`src/design/ncr_pkg.sv`:
```
// Constants and carrier types for the NVM command register interface
package ncr_pkg;
  // Register indices; byte address is four times the index
  localparam logic [3:0] IDX_CMD_CTRL  = 4'h0;
  localparam logic [3:0] IDX_SECT_PROT = 4'h1;
  localparam logic [3:0] IDX_STATUS    = 4'h2;
  localparam logic [3:0] IDX_INT_EN    = 4'h3;
  localparam logic [3:0] IDX_INT_FLAG  = 4'h4;
  localparam logic [3:0] IDX_DATA_LO   = 4'h6;
  localparam logic [3:0] IDX_DATA_HI   = 4'h7;
  localparam logic [3:0] IDX_ADDR_LO   = 4'h8;
  localparam logic [3:0] IDX_ADDR_HI   = 4'h9;
  localparam int         IDX_LSB       = 2;
  localparam int         IDX_MSB       = 5;
  localparam int         PAD_MSB       = 7;
  localparam int         PAD_LSB       = 6;
  // Command codes
  localparam logic [2:0] CMD_NONE       = 3'h0;
  localparam logic [2:0] CMD_WRITE_PAGE = 3'h1;
  localparam logic [2:0] CMD_ERASE_PAGE = 3'h2;
  localparam logic [2:0] CMD_ERASE_WR   = 3'h3;
  localparam logic [2:0] CMD_PB_CLEAR   = 3'h4;
  localparam logic [2:0] CMD_CHIP_ERASE = 3'h5;
  localparam logic [2:0] CMD_EE_ERASE   = 3'h6;
  localparam logic [2:0] CMD_FUSE_WRITE = 3'h7;
  // Field positions
  localparam int BIT_APP_WP    = 0;
  localparam int BIT_BOOT_LOCK = 1;
  localparam int BIT_F_BUSY    = 0;
  localparam int BIT_EE_BUSY   = 1;
  localparam int BIT_WR_ERR    = 2;
  localparam int BIT_EE_READY  = 0;
  // Reset values
  localparam logic [2:0]  RST_CMD  = 3'h0;
  localparam logic [15:0] RST_WORD = 16'h0000;
  localparam logic [31:0] RD_ZERO  = 32'h0000_0000;
  // Address at and above which a page command targets the EEPROM
  localparam logic [15:0] EEPROM_BASE = 16'h1400;
  // Page buffer clear stalls the CPU for this many clock cycles
  localparam int         PBC_CYCLES = 7;
  localparam logic [2:0] PBC_LAST   = 3'(PBC_CYCLES - 1);
  localparam logic [2:0] CNT_ZERO   = 3'h0;
  localparam logic [2:0] CNT_ONE    = 3'h1;

  typedef enum logic [1:0] {
    ST_IDLE = 2'b01,
    ST_PBC  = 2'b10
  } ncr_state_t;

  typedef struct packed {
    logic [7:0]  paddr;
    logic        psel;
    logic        penable;
    logic        pwrite;
    logic [31:0] pwdata;
  } ncr_apb_req_t;

  typedef struct packed {
    logic [31:0] prdata;
    logic        pready;
    logic        pslverr;
  } ncr_apb_rsp_t;

  typedef struct packed {
    logic        start;
    logic [2:0]  op;
    logic        to_eeprom;
    logic        erase_flash;
    logic        erase_eeprom;
    logic [15:0] addr;
    logic [15:0] data;
  } ncr_nvm_cmd_t;
endpackage

```
`src/design/ncr_top.sv`:
```
// NVM command register interface: APB registers, command issue, protection, status
//
// Notes on behaviour
// - Writing the 3-bit command field issues a command; zero means none.
// - Page commands pick flash or EEPROM from the address register.
// - Chip erase wipes flash and EEPROM, EEPROM kept when preserve fuse set.
// - Fuse write starts only when issued from the debug programming port.
// - With boot lock set, boot reads and fetches return zero.
// - Boot lock writable only from boot code; cleared only by reset.
// - Boot lock enforcement begins when execution first leaves the boot section.
// - Application write protect is set-only, blocks application updates until reset.
// - Write error shows whether the latest operation failed.
// - Busy bits show EEPROM and flash executing a command.
// - EEPROM ready flag set while EEPROM idle; write one clears it only while EEPROM busy.
// - Ready interrupt is a level: enable and flag both set.
// - Data and address registers are low and high byte registers.
// - Data register supplies the value a fuse write programs.
// - Address register follows the last updated memory location.
// - Control writes without the unlock key leave the register unchanged.
// - Page buffer clear fills ones and stalls the CPU seven cycles.
// - Interrupt request stays active until the flag or the enable is cleared.
//
// Decided for this implementation: the APB slave port.
`timescale 1ns/1ps
module ncr_top (
  input  wire logic                  sys_clk,
  input  wire logic                  rst_b,
  input  wire ncr_pkg::ncr_apb_req_t apb_req,
  output      ncr_pkg::ncr_apb_rsp_t apb_rsp,
  input  wire logic                  from_debug_port,
  input  wire logic                  spm_key_open,
  input  wire logic                  ioreg_key_open,
  input  wire logic                  exec_in_boot,
  input  wire logic                  addr_in_boot,
  input  wire logic                  addr_in_app,
  input  wire logic                  mixed_section,
  input  wire logic                  eeprom_preserve_fuse,
  input  wire logic                  buf_wr_stb,
  input  wire logic [15:0]           buf_wr_addr,
  input  wire logic                  flash_done,
  input  wire logic                  eeprom_done,
  input  wire logic                  mem_rd_boot,
  input  wire logic [15:0]           mem_rd_raw,
  output      logic [15:0]           mem_rd_data,
  output      ncr_pkg::ncr_nvm_cmd_t nvm_cmd,
  output      logic                  pb_clear,
  output      logic                  cpu_stall,
  output      logic                  eeprom_ready_irq
);
  import ncr_pkg::*;

  logic [2:0]   cmd_ff;
  logic         app_wp_ff;
  logic         lock_wr_ff;
  logic         lock_act_ff;
  logic         f_busy_ff;
  logic         ee_busy_ff;
  logic         wr_err_ff;
  logic         irq_en_ff;
  logic         ee_rdy_ff;
  logic [15:0]  data_ff;
  logic [15:0]  addr_ff;
  logic [31:0]  prdata_ff;
  logic [15:0]  rd_data_ff;
  logic [2:0]   pbc_cnt_ff;
  ncr_state_t   state_ff;
  ncr_nvm_cmd_t cmd_out_ff;

  logic [3:0]   idx;
  logic         mapped;
  logic         acc;
  logic         wr;
  logic [2:0]   code;
  logic         busy;
  logic         is_page;
  logic         tgt_ee;
  logic         bad;
  logic         cmd_ok;
  logic         go;
  logic         set_f;
  logic         set_ee;
  logic [31:0]  rd_val;

  assign idx    = apb_req.paddr[IDX_MSB:IDX_LSB];
  assign acc    = apb_req.psel & apb_req.penable;
  assign wr     = acc & apb_req.pwrite;
  assign code   = apb_req.pwdata[2:0];
  assign busy   = f_busy_ff | ee_busy_ff | (state_ff == ST_PBC);
  assign is_page = (code == CMD_WRITE_PAGE) | (code == CMD_ERASE_PAGE) |
                   (code == CMD_ERASE_WR);
  assign tgt_ee = (addr_ff >= EEPROM_BASE);

  always_comb begin
    mapped = (apb_req.paddr[PAD_MSB:PAD_LSB] == 2'b00) &&
             (apb_req.paddr[IDX_LSB-1:0] == 2'b00);
    case (idx)
      IDX_CMD_CTRL, IDX_SECT_PROT, IDX_STATUS, IDX_INT_EN, IDX_INT_FLAG,
      IDX_DATA_LO, IDX_DATA_HI, IDX_ADDR_LO, IDX_ADDR_HI: ;
      default: mapped = 1'b0;
    endcase
  end

  // Command acceptance
  assign cmd_ok = wr & mapped & (idx == IDX_CMD_CTRL) & spm_key_open &
                  (code != CMD_NONE) & ~busy;
  assign bad = ((code == CMD_FUSE_WRITE) & ~from_debug_port) |
               (is_page & ~tgt_ee & app_wp_ff & addr_in_app) |
               (is_page & ~tgt_ee & lock_act_ff & addr_in_boot) |
               (is_page & mixed_section);
  assign go = cmd_ok & ~bad;
  // Chip erase ignores section protection
  assign set_f  = go & ((is_page & ~tgt_ee) | (code == CMD_CHIP_ERASE) |
                        (code == CMD_FUSE_WRITE));
  assign set_ee = go & ((is_page & tgt_ee) | (code == CMD_EE_ERASE) |
                        ((code == CMD_CHIP_ERASE) & ~eeprom_preserve_fuse));

  always_ff @(posedge sys_clk or negedge rst_b) begin
    if (!rst_b) begin
      cmd_ff <= RST_CMD;
    end else if (wr && mapped && idx == IDX_CMD_CTRL && spm_key_open) begin
      cmd_ff <= code;
    end
  end

  always_ff @(posedge sys_clk or negedge rst_b) begin
    if (!rst_b) begin
      wr_err_ff <= 1'b0;
    end else if (cmd_ok) begin
      wr_err_ff <= bad;
    end
  end

  always_ff @(posedge sys_clk or negedge rst_b) begin
    if (!rst_b) begin
      cmd_out_ff <= '0;
    end else begin
      cmd_out_ff.start        <= go & (code != CMD_PB_CLEAR);
      cmd_out_ff.op           <= code;
      cmd_out_ff.to_eeprom    <= tgt_ee;
      cmd_out_ff.erase_flash  <= code == CMD_CHIP_ERASE;
      cmd_out_ff.erase_eeprom <= set_ee & ~is_page;
      cmd_out_ff.addr         <= addr_ff;
      cmd_out_ff.data         <= data_ff;
    end
  end
  assign nvm_cmd = cmd_out_ff;

  // Busy flags: a start wins over a done in the same cycle
  always_ff @(posedge sys_clk or negedge rst_b) begin
    if (!rst_b) begin
      f_busy_ff <= 1'b0;
    end else if (set_f) begin
      f_busy_ff <= 1'b1;
    end else if (flash_done) begin
      f_busy_ff <= 1'b0;
    end
  end

  always_ff @(posedge sys_clk or negedge rst_b) begin
    if (!rst_b) begin
      ee_busy_ff <= 1'b0;
    end else if (set_ee) begin
      ee_busy_ff <= 1'b1;
    end else if (eeprom_done) begin
      ee_busy_ff <= 1'b0;
    end
  end

  // Page buffer clear sequencer
  always_ff @(posedge sys_clk or negedge rst_b) begin
    if (!rst_b) begin
      state_ff   <= ST_IDLE;
      pbc_cnt_ff <= CNT_ZERO;
    end else begin
      case (state_ff)
        ST_IDLE: begin
          if (go && code == CMD_PB_CLEAR) begin
            state_ff   <= ST_PBC;
            pbc_cnt_ff <= PBC_LAST;
          end
        end
        ST_PBC: begin
          if (pbc_cnt_ff == CNT_ZERO) begin
            state_ff <= ST_IDLE;
          end else begin
            pbc_cnt_ff <= pbc_cnt_ff - CNT_ONE;
          end
        end
        default: state_ff <= ST_IDLE;
      endcase
    end
  end
  assign cpu_stall = (state_ff == ST_PBC);
  assign pb_clear  = (state_ff == ST_PBC) && (pbc_cnt_ff == PBC_LAST);

  // Section protection
  always_ff @(posedge sys_clk or negedge rst_b) begin
    if (!rst_b) begin
      app_wp_ff <= 1'b0;
    end else if (wr && mapped && idx == IDX_SECT_PROT && ioreg_key_open &&
                 apb_req.pwdata[BIT_APP_WP]) begin
      app_wp_ff <= 1'b1;
    end
  end

  always_ff @(posedge sys_clk or negedge rst_b) begin
    if (!rst_b) begin
      lock_wr_ff <= 1'b0;
    end else if (wr && mapped && idx == IDX_SECT_PROT && ioreg_key_open &&
                 exec_in_boot && apb_req.pwdata[BIT_BOOT_LOCK]) begin
      lock_wr_ff <= 1'b1;
    end
  end

  always_ff @(posedge sys_clk or negedge rst_b) begin
    if (!rst_b) begin
      lock_act_ff <= 1'b0;
    end else if (lock_wr_ff && !exec_in_boot) begin
      lock_act_ff <= 1'b1;
    end
  end

  always_ff @(posedge sys_clk or negedge rst_b) begin
    if (!rst_b) begin
      rd_data_ff <= RST_WORD;
    end else begin
      rd_data_ff <= (lock_act_ff && mem_rd_boot) ? RST_WORD : mem_rd_raw;
    end
  end
  assign mem_rd_data = rd_data_ff;

  // Interrupt enable and ready flag
  always_ff @(posedge sys_clk or negedge rst_b) begin
    if (!rst_b) begin
      irq_en_ff <= 1'b0;
    end else if (wr && mapped && idx == IDX_INT_EN) begin
      irq_en_ff <= apb_req.pwdata[BIT_EE_READY];
    end
  end

  always_ff @(posedge sys_clk or negedge rst_b) begin
    if (!rst_b) begin
      ee_rdy_ff <= 1'b0;
    end else if (!ee_busy_ff) begin
      ee_rdy_ff <= 1'b1;
    end else if (wr && mapped && idx == IDX_INT_FLAG && apb_req.pwdata[BIT_EE_READY]) begin
      ee_rdy_ff <= 1'b0;
    end
  end
  assign eeprom_ready_irq = irq_en_ff & ee_rdy_ff;

  // Data and address byte registers
  always_ff @(posedge sys_clk or negedge rst_b) begin
    if (!rst_b) begin
      data_ff <= RST_WORD;
    end else if (wr && mapped && idx == IDX_DATA_LO) begin
      data_ff[7:0] <= apb_req.pwdata[7:0];
    end else if (wr && mapped && idx == IDX_DATA_HI) begin
      data_ff[15:8] <= apb_req.pwdata[7:0];
    end
  end

  always_ff @(posedge sys_clk or negedge rst_b) begin
    if (!rst_b) begin
      addr_ff <= RST_WORD;
    end else if (buf_wr_stb) begin
      addr_ff <= buf_wr_addr;
    end else if (wr && mapped && idx == IDX_ADDR_LO) begin
      addr_ff[7:0] <= apb_req.pwdata[7:0];
    end else if (wr && mapped && idx == IDX_ADDR_HI) begin
      addr_ff[15:8] <= apb_req.pwdata[7:0];
    end
  end

  // Read data is captured in the setup cycle, answered in the access cycle
  always_comb begin
    rd_val = RD_ZERO;
    case (idx)
      IDX_CMD_CTRL:  rd_val[2:0] = cmd_ff;
      IDX_SECT_PROT: begin
        rd_val[BIT_APP_WP]    = app_wp_ff;
        rd_val[BIT_BOOT_LOCK] = lock_wr_ff;
      end
      IDX_STATUS: begin
        rd_val[BIT_F_BUSY]  = f_busy_ff;
        rd_val[BIT_EE_BUSY] = ee_busy_ff;
        rd_val[BIT_WR_ERR]  = wr_err_ff;
      end
      IDX_INT_EN:    rd_val[BIT_EE_READY] = irq_en_ff;
      IDX_INT_FLAG:  rd_val[BIT_EE_READY] = ee_rdy_ff;
      IDX_DATA_LO:   rd_val[7:0] = data_ff[7:0];
      IDX_DATA_HI:   rd_val[7:0] = data_ff[15:8];
      IDX_ADDR_LO:   rd_val[7:0] = addr_ff[7:0];
      IDX_ADDR_HI:   rd_val[7:0] = addr_ff[15:8];
      default:       rd_val = RD_ZERO;
    endcase
    if (!mapped) begin
      rd_val = RD_ZERO;
    end
  end

  always_ff @(posedge sys_clk or negedge rst_b) begin
    if (!rst_b) begin
      prdata_ff <= RD_ZERO;
    end else if (apb_req.psel && !apb_req.penable) begin
      prdata_ff <= rd_val;
    end
  end

  assign apb_rsp.prdata  = prdata_ff;
  assign apb_rsp.pready  = 1'b1;
  assign apb_rsp.pslverr = acc & ~mapped;

  a_irq_level: assert property (@(posedge sys_clk) disable iff (!rst_b)
    (eeprom_ready_irq && !(wr && mapped && (idx == IDX_INT_FLAG || idx == IDX_INT_EN)))
      |=> eeprom_ready_irq)
    else $error("ready interrupt dropped while flag and enable stand");

  a_ready_idle: assert property (@(posedge sys_clk) disable iff (!rst_b)
    !ee_busy_ff |=> ee_rdy_ff)
    else $error("ready flag not set while EEPROM idle");

  a_busy_ignore: assert property (@(posedge sys_clk) disable iff (!rst_b)
    (busy && wr && idx == IDX_CMD_CTRL) |=> !nvm_cmd.start)
    else $error("command started while busy");

  a_fuse_cpu: assert property (@(posedge sys_clk) disable iff (!rst_b)
    (wr && idx == IDX_CMD_CTRL && code == CMD_FUSE_WRITE && !from_debug_port)
      |=> !nvm_cmd.start && !$rose(f_busy_ff))
    else $error("fuse write started from the CPU");

  a_pbc_stall: assert property (@(posedge sys_clk) disable iff (!rst_b)
    $rose(cpu_stall) |-> cpu_stall [*7] ##1 !cpu_stall)
    else $error("page buffer clear stall is not seven cycles");

  a_boot_zero: assert property (@(posedge sys_clk) disable iff (!rst_b)
    (lock_act_ff && mem_rd_boot) |=> mem_rd_data == RST_WORD)
    else $error("locked boot read returned data");

  a_wp_sticky: assert property (@(posedge sys_clk) disable iff (!rst_b)
    app_wp_ff |=> app_wp_ff)
    else $error("application write protect cleared without reset");

  a_lock_defer: assert property (@(posedge sys_clk) disable iff (!rst_b)
    (lock_wr_ff && exec_in_boot && !lock_act_ff) |=> !lock_act_ff)
    else $error("boot lock active before leaving the boot section");

  a_key_guard: assert property (@(posedge sys_clk) disable iff (!rst_b)
    (wr && idx == IDX_CMD_CTRL && !spm_key_open) |=> $stable(cmd_ff))
    else $error("command register changed without key");

  a_chip_save: assert property (@(posedge sys_clk) disable iff (!rst_b)
    (go && code == CMD_CHIP_ERASE && eeprom_preserve_fuse) |=> !$rose(ee_busy_ff))
    else $error("chip erase touched a preserved EEPROM");
endmodule // ncr_top

```
`config.mk`:
```
export PLATFORM = sky130hd
export DESIGN_NAME = ncr_top
export DESIGN_NICKNAME = d
export VERILOG_FILES = /design/src/design/ncr_pkg.sv /design/src/design/ncr_top.sv
export SDC_FILE = /design/constraint.sdc
export NUM_CORES = 1
export LEC_CHECK = 0
export BUFFER_PORTS_ARGS = -buffer_cell sky130_fd_sc_hd__clkbuf_2
export CAP_MARGIN = 10
export CORE_MARGIN = 5
export CORE_UTILIZATION = 53
export CTS_CLUSTER_DIAMETER = 200
export DETAILED_ROUTE_END_ITERATION = 12
export GPL_ROUTABILITY_DRIVEN = 0
export PLACE_DENSITY = 0.9
export SYNTH_ARGS = -nofsm -noshare
export SYNTH_HDL_FRONTEND = slang
export SYNTH_SLANG_ARGS = --single-unit
```
`constraint.sdc`:
```
create_clock -name sys_clk -period 4.6 [get_ports sys_clk]
set_input_delay 0.46 -clock sys_clk [delete_from_list [all_inputs] [get_ports sys_clk]]
set_output_delay 0.46 -clock sys_clk [all_outputs]
set_load 0.01 [all_outputs]
```
### Word-level counts from Yosys, hierarchy flattened

Index checks and enable logic that the tools add are counted.

* bits in registers: 135
* input port bits: 89
* output and inout port bits: 92
* word-level logic and storage cells: 153

* $add $sub $neg: 1
* order comparisons: 1
* equality and inequality tests: 24
* muxes and demuxes: 23
* bitwise operators: 42
* reduce and logical (&&, ||, !) cells: 38

Operator list (count)
* $mux W16: 2
* $mux W8: 4
* $and A1 B1 Y1: 23
* $logic_and A1 B1 Y1: 21
* $pmux W5 S4: 1
* $ge A16 B13 Y1 const B: 1
* $eq A3 B3 Y1 const B: 5
* $eq A4 B3 Y1 const B: 3
* $or A1 B1 Y1: 11
* $reduce_bool A2 Y1: 5
* $pmux W1 S9: 1
* $reduce_or A9 Y1: 1
* $eq A4 B2 Y1 const B: 2
* $eq A4 B4 Y1 const B: 2
* $not A1 Y1: 8
* $mux W1: 7
* $pmux W1 S7: 1
* $eq A3 B2 Y1 const B: 2
* $mux W3: 2
* $ne A2 B2 Y1 const B: 3
* $pmux W1 S6: 1
* $pmux W3 S2: 1
* $reduce_and A2 Y1: 3
* $eq A4 B1 Y1 const B: 1
* 14 further kinds: 18

### Longest topological paths before layout

* depth in word-level cells: 14
* mapped depth: 7
* depth with buffers taken out: 6

### Worst setup path before layout

Ideal clock, no wire load.

* path type: input -> output
* from: input port apb_req[37] in the netlist's numbering
* to: output port apb_rsp[0] in the netlist's numbering
* arrival time: 1.497 ns
* required time: 4.140 ns
* path slack: 2.643 ns
* cell stages on the path: 5
* buffers on the path: 2
* cell sequence: clkbuf_1 clkbuf_1 nor2b_1 o22ai_1 a21oi_1

RTL lines
* from (decl): RTL line ncr_top.sv:28 `input wire ncr_pkg::ncr_apb_req_t apb_req,`
* to (decl): RTL line ncr_top.sv:29 `output ncr_pkg::ncr_apb_rsp_t apb_rsp,`

### Worst setup path in the final report

* from: input port apb_req[40] in the netlist's numbering
* to: register addr_ff[4]

* longest elaborated chain between the ends: 6
* elaborated cells on any way between the ends: 14
* classes of those cells: eq/ne: 8; mux: 1; reduce/logical: 5

Ends and longest elaborated chain
* $eq A4 B1 Y1, or another cell as far along: RTL line ncr_top.sv:96 `case (idx)`
* $reduce_or A9 Y1: RTL line ncr_top.sv:96
* $mux W1: RTL line ncr_top.sv:96
* $logic_and A1 B1 Y1: RTL line ncr_top.sv:268 `end else if (wr && mapped && idx == IDX_ADDR_LO) begin`
* $logic_and A1 B1 Y1 *: RTL line ncr_top.sv:268
* $reduce_bool A2 Y1 (no source line) *
* to (signal assigned): RTL line ncr_top.sv:267 `addr_ff <= buf_wr_addr;`
* to (signal assigned): RTL line ncr_top.sv:269 `addr_ff[7:0] <= apb_req.pwdata[7:0];`
* to (decl): RTL line ncr_top.sv:62 `logic [15:0] addr_ff;`

Every way passes the cells marked *; elsewhere a longest branch is shown, timed or not.
A chain may end at the register's enable or synchronous reset.

==> run metrics <==
status finished clean; Final Max Tran Viols 0; Cell variety after synth 61; RSZ-0062 raised after global routing no; vias 3,569; ant diodes 0; GRT met2 Usage 33.8%; Max Clock Skew 0.0100 ns; CTS hold repair buffers 0; total gr overflow 0; Synth area leaders dfrtp_1 (57%), mux2_2 (5.4%), buf_4 (3.9%); Mapped Area 4810 um^2; Layout Nets 618; die area 11,100 um^2; setup TNS 0 ns; most frequent cells in the layout clkbuf_2 (130), dfrtp_1 (110), nand2_1 (30), conb_1 (25), mux2_2 (23); largest net degree at the start of global routing 65; vias in the first global route 3,681; fin crit share 53.0%; Cell Rows 34; IO buf count 131; drt first pass iters 7; CTS max path bufs 2; Yosys top cell area share 57.2%; Core ar. 8760 um^2; Reg clk slew, reported paths 0.11 ns; postcts setup bufs 0; CP max stage delay 0.87 ns; Seq/Total Area, Yosys 57.8%; minimum clock period 2.44 ns; TritonCTS clock tree yes; Ys Warns 0; async set or reset register ratio after synthesis 100%; global-route wire length before repair 18,500 um; cells after synthesis 404; most common cell after layout, fill and taps aside clkbuf_2; post-layout power 1.80 mW; Cell Pwr Density 320 nW/um^2; post-DP HPWL 8280 um; worst-skew pair later-pin latency 0.37 ns; Setup crit start kind input pin; Post-Route WL 11,500 um; initial core utilization 54.9%; delay-heaviest family, CP simple AND/OR/NAND/NOR gates; initial antenna violation count 0; hold violation count in the final report 0; Die X 105 um; number of synthesized flops with an enable pin 0; ordered cell list for the critical path clkbuf_2, nor3b_2, and4_1, mux2i_1, o21ai_0; WS Path Type input pin to flip-flop; Arr. time, crit path 2.67 ns; FF+latch area 2780 um^2; Die Ht 105 um; DR vias/cell 5.60; ys flop type dfrtp_1; clk sinks 111; ratio of cells with drive above 1 in the final layout 34.8%; maxcap violations 0; starting DRC count in detailed routing 250; Ports 181; #FFs+latches synth 111; gr usage total 20.7%; met3 global-route usage 5.38%; Setup violations, final 0; DRC 0; CTS H-tree depth 3; Detail Route Antenna Nets 0; Avg WL per Cell 18.1 um; CTS buffer count 9; Avg Inst Size Synth 11.9 um^2; crit path buf inv count 1; leakage dissipation 2.91 nW; Layout fillers 681; CTS resizes 0; crit path capture type flip-flop; M1 GR Usage 27.0%; Top Usage Layer GRT met2; area delta synth->final 16.8%; Fmax 0.410 GHz; Worst EP required 4.84 ns; Max-slew headroom 32.6%; worst hold path class input pin to asynchronous set/reset pin; critical path peak fanout 15; Worst-Margin Slew 1.01 ns; Worst Hold Slack 0.175 ns; CTS Root Cell clkbuf_8; Peak supply drop 0.000211 V; area leader, netlist dfrtp_1; Multi-input gate area 1790 um^2; Crit-path slowest cell nor3b_2
power by group:
group / switching [mW] / leakage, nW / internal [mW] / total [mW]
combinational: 0.118 / 1.38 / 0.0680 / 0.186
sequential: 0.0213 / 1.42 / 1.01 / 1.04
clock: 0.361 / 0.0981 / 0.215 / 0.576
synth_stat cells, drive strengths merged (2+ instances only):
library cell  number
a2111oi            2
a21o               4
a21oi             10
a221oi             8
a22o               5
a22oi              4
a41o               2
and2              18
and3               5
and3b              2
and4               2
buf               34
clkbuf            12
conb               2
dfrtp            110
ha                 5
inv               12
mux2              23
mux2i             17
nand2             30
nand2b             3
nand3              9
nand4              5
nand4b             2
nor2              15
nor2b              3
nor3               4
nor3b              2
nor4               3
nor4b              3
o21ai             23
o22ai              3
o31ai              2
o41ai              3
or4                2
or4bb              2
routing by layer:
layer | wire [um] | vias up
met1 | 4560 | 1734
met4 | 208 | 0
li1 | - | 1627
met3 | 1100 | 26
met5 | 0 | -
met2 | 5640 | 182
final cells by class:
| class | instances | share of cell area (%) |
|---|---|---|
| inverter | 12 | 0.802 |
| clock inverter | 7 | 1.34 |
| sequential | 111 | 49.5 |
| clock buffer | 9 | 2.21 |
| tap | 108 | 2.41 |
| timing repair buffer | 132 | 11.9 |
| multi-input combinational | 258 | 31.9 |
worst reg2reg max path, cell delays in order (launching register included):
cell and delay (ns):
dfstp_2 0.55, inv_1 0.05, ha_1 0.29, nor3_1 0.30, and4_2 0.28, o2111ai_2 0.18
nor4_2 0.27
through the flow:
| stage | util [%] | instance area (um^2) | instances | setup slack [ns] |
|---|---|---|---|---|
| 6_report | 64.1 | 5620 | 637 | 2.16 |
| 5_1_grt | 64.1 | 5620 | 637 | 2.03 |
| 4_1_cts | 64.1 | 5620 | 637 | 2.20 |
| 3_5_place_dp | 61.8 | 5420 | 621 | 1.81 |
| 3_3_place_gp | 61.8 | 5420 | 621 | 1.92 |
| 2_1_floorplan | - | 4890 | 427 | 2.64 |
final timing paths:
kind,start,endpoint,slack [ns],depth (start not counted)
worst max-delay path,apb_req[40],addr_ff[4]$_DFFE_PN0P_,2.16,5
worst min-delay path,rst_b,pbc_cnt_ff[1]$_DFFE_PN0P_,0.18,1
worst max register to register,state_ff[0]$_DFFE_PN1P_,nvm_cmd[32]$_DFF_PN0_,2.58,6
worst min register to register,data_ff[5]$_DFFE_PN0P_,nvm_cmd[5]$_DFF_PN0_,0.40,0
max in group asynchronous,rst_b,nvm_cmd[27]$_DFF_PN0_,3.32,2
min in group sys_clk,flash_done,f_busy_ff$_DFFE_PN0P_,0.26,2
kinds of logic (layout without fill, tap and decap cells):
logic type / count (synthesis) / count (layout) / synth area share (%)
AND/OR/NAND/NOR: 113 / 113 / 14.2
flip-flops: 111 / 111 / 57.8
AO/OA/AOI/OAI: 75 / 75 / 10.8
buffers and inverters: 58 / 160 / 6.82
multiplexers: 40 / 40 / 8.93
adder cells (fa/ha/maj): 5 / 5 / 1.30
other: 2 / 25 / 0.156
flip-flops by register name, indices dropped and copies added, names as in the netlist, 2 cells and up:
register,flops
cmd_ff,3
prdata_ff,8
mem_rd_data,16
addr_ff,16
data_ff,16
state_ff,2
pbc_cnt_ff,3
nvm_cmd,39
No activity file was read; power rests on OpenSTA's default activity.
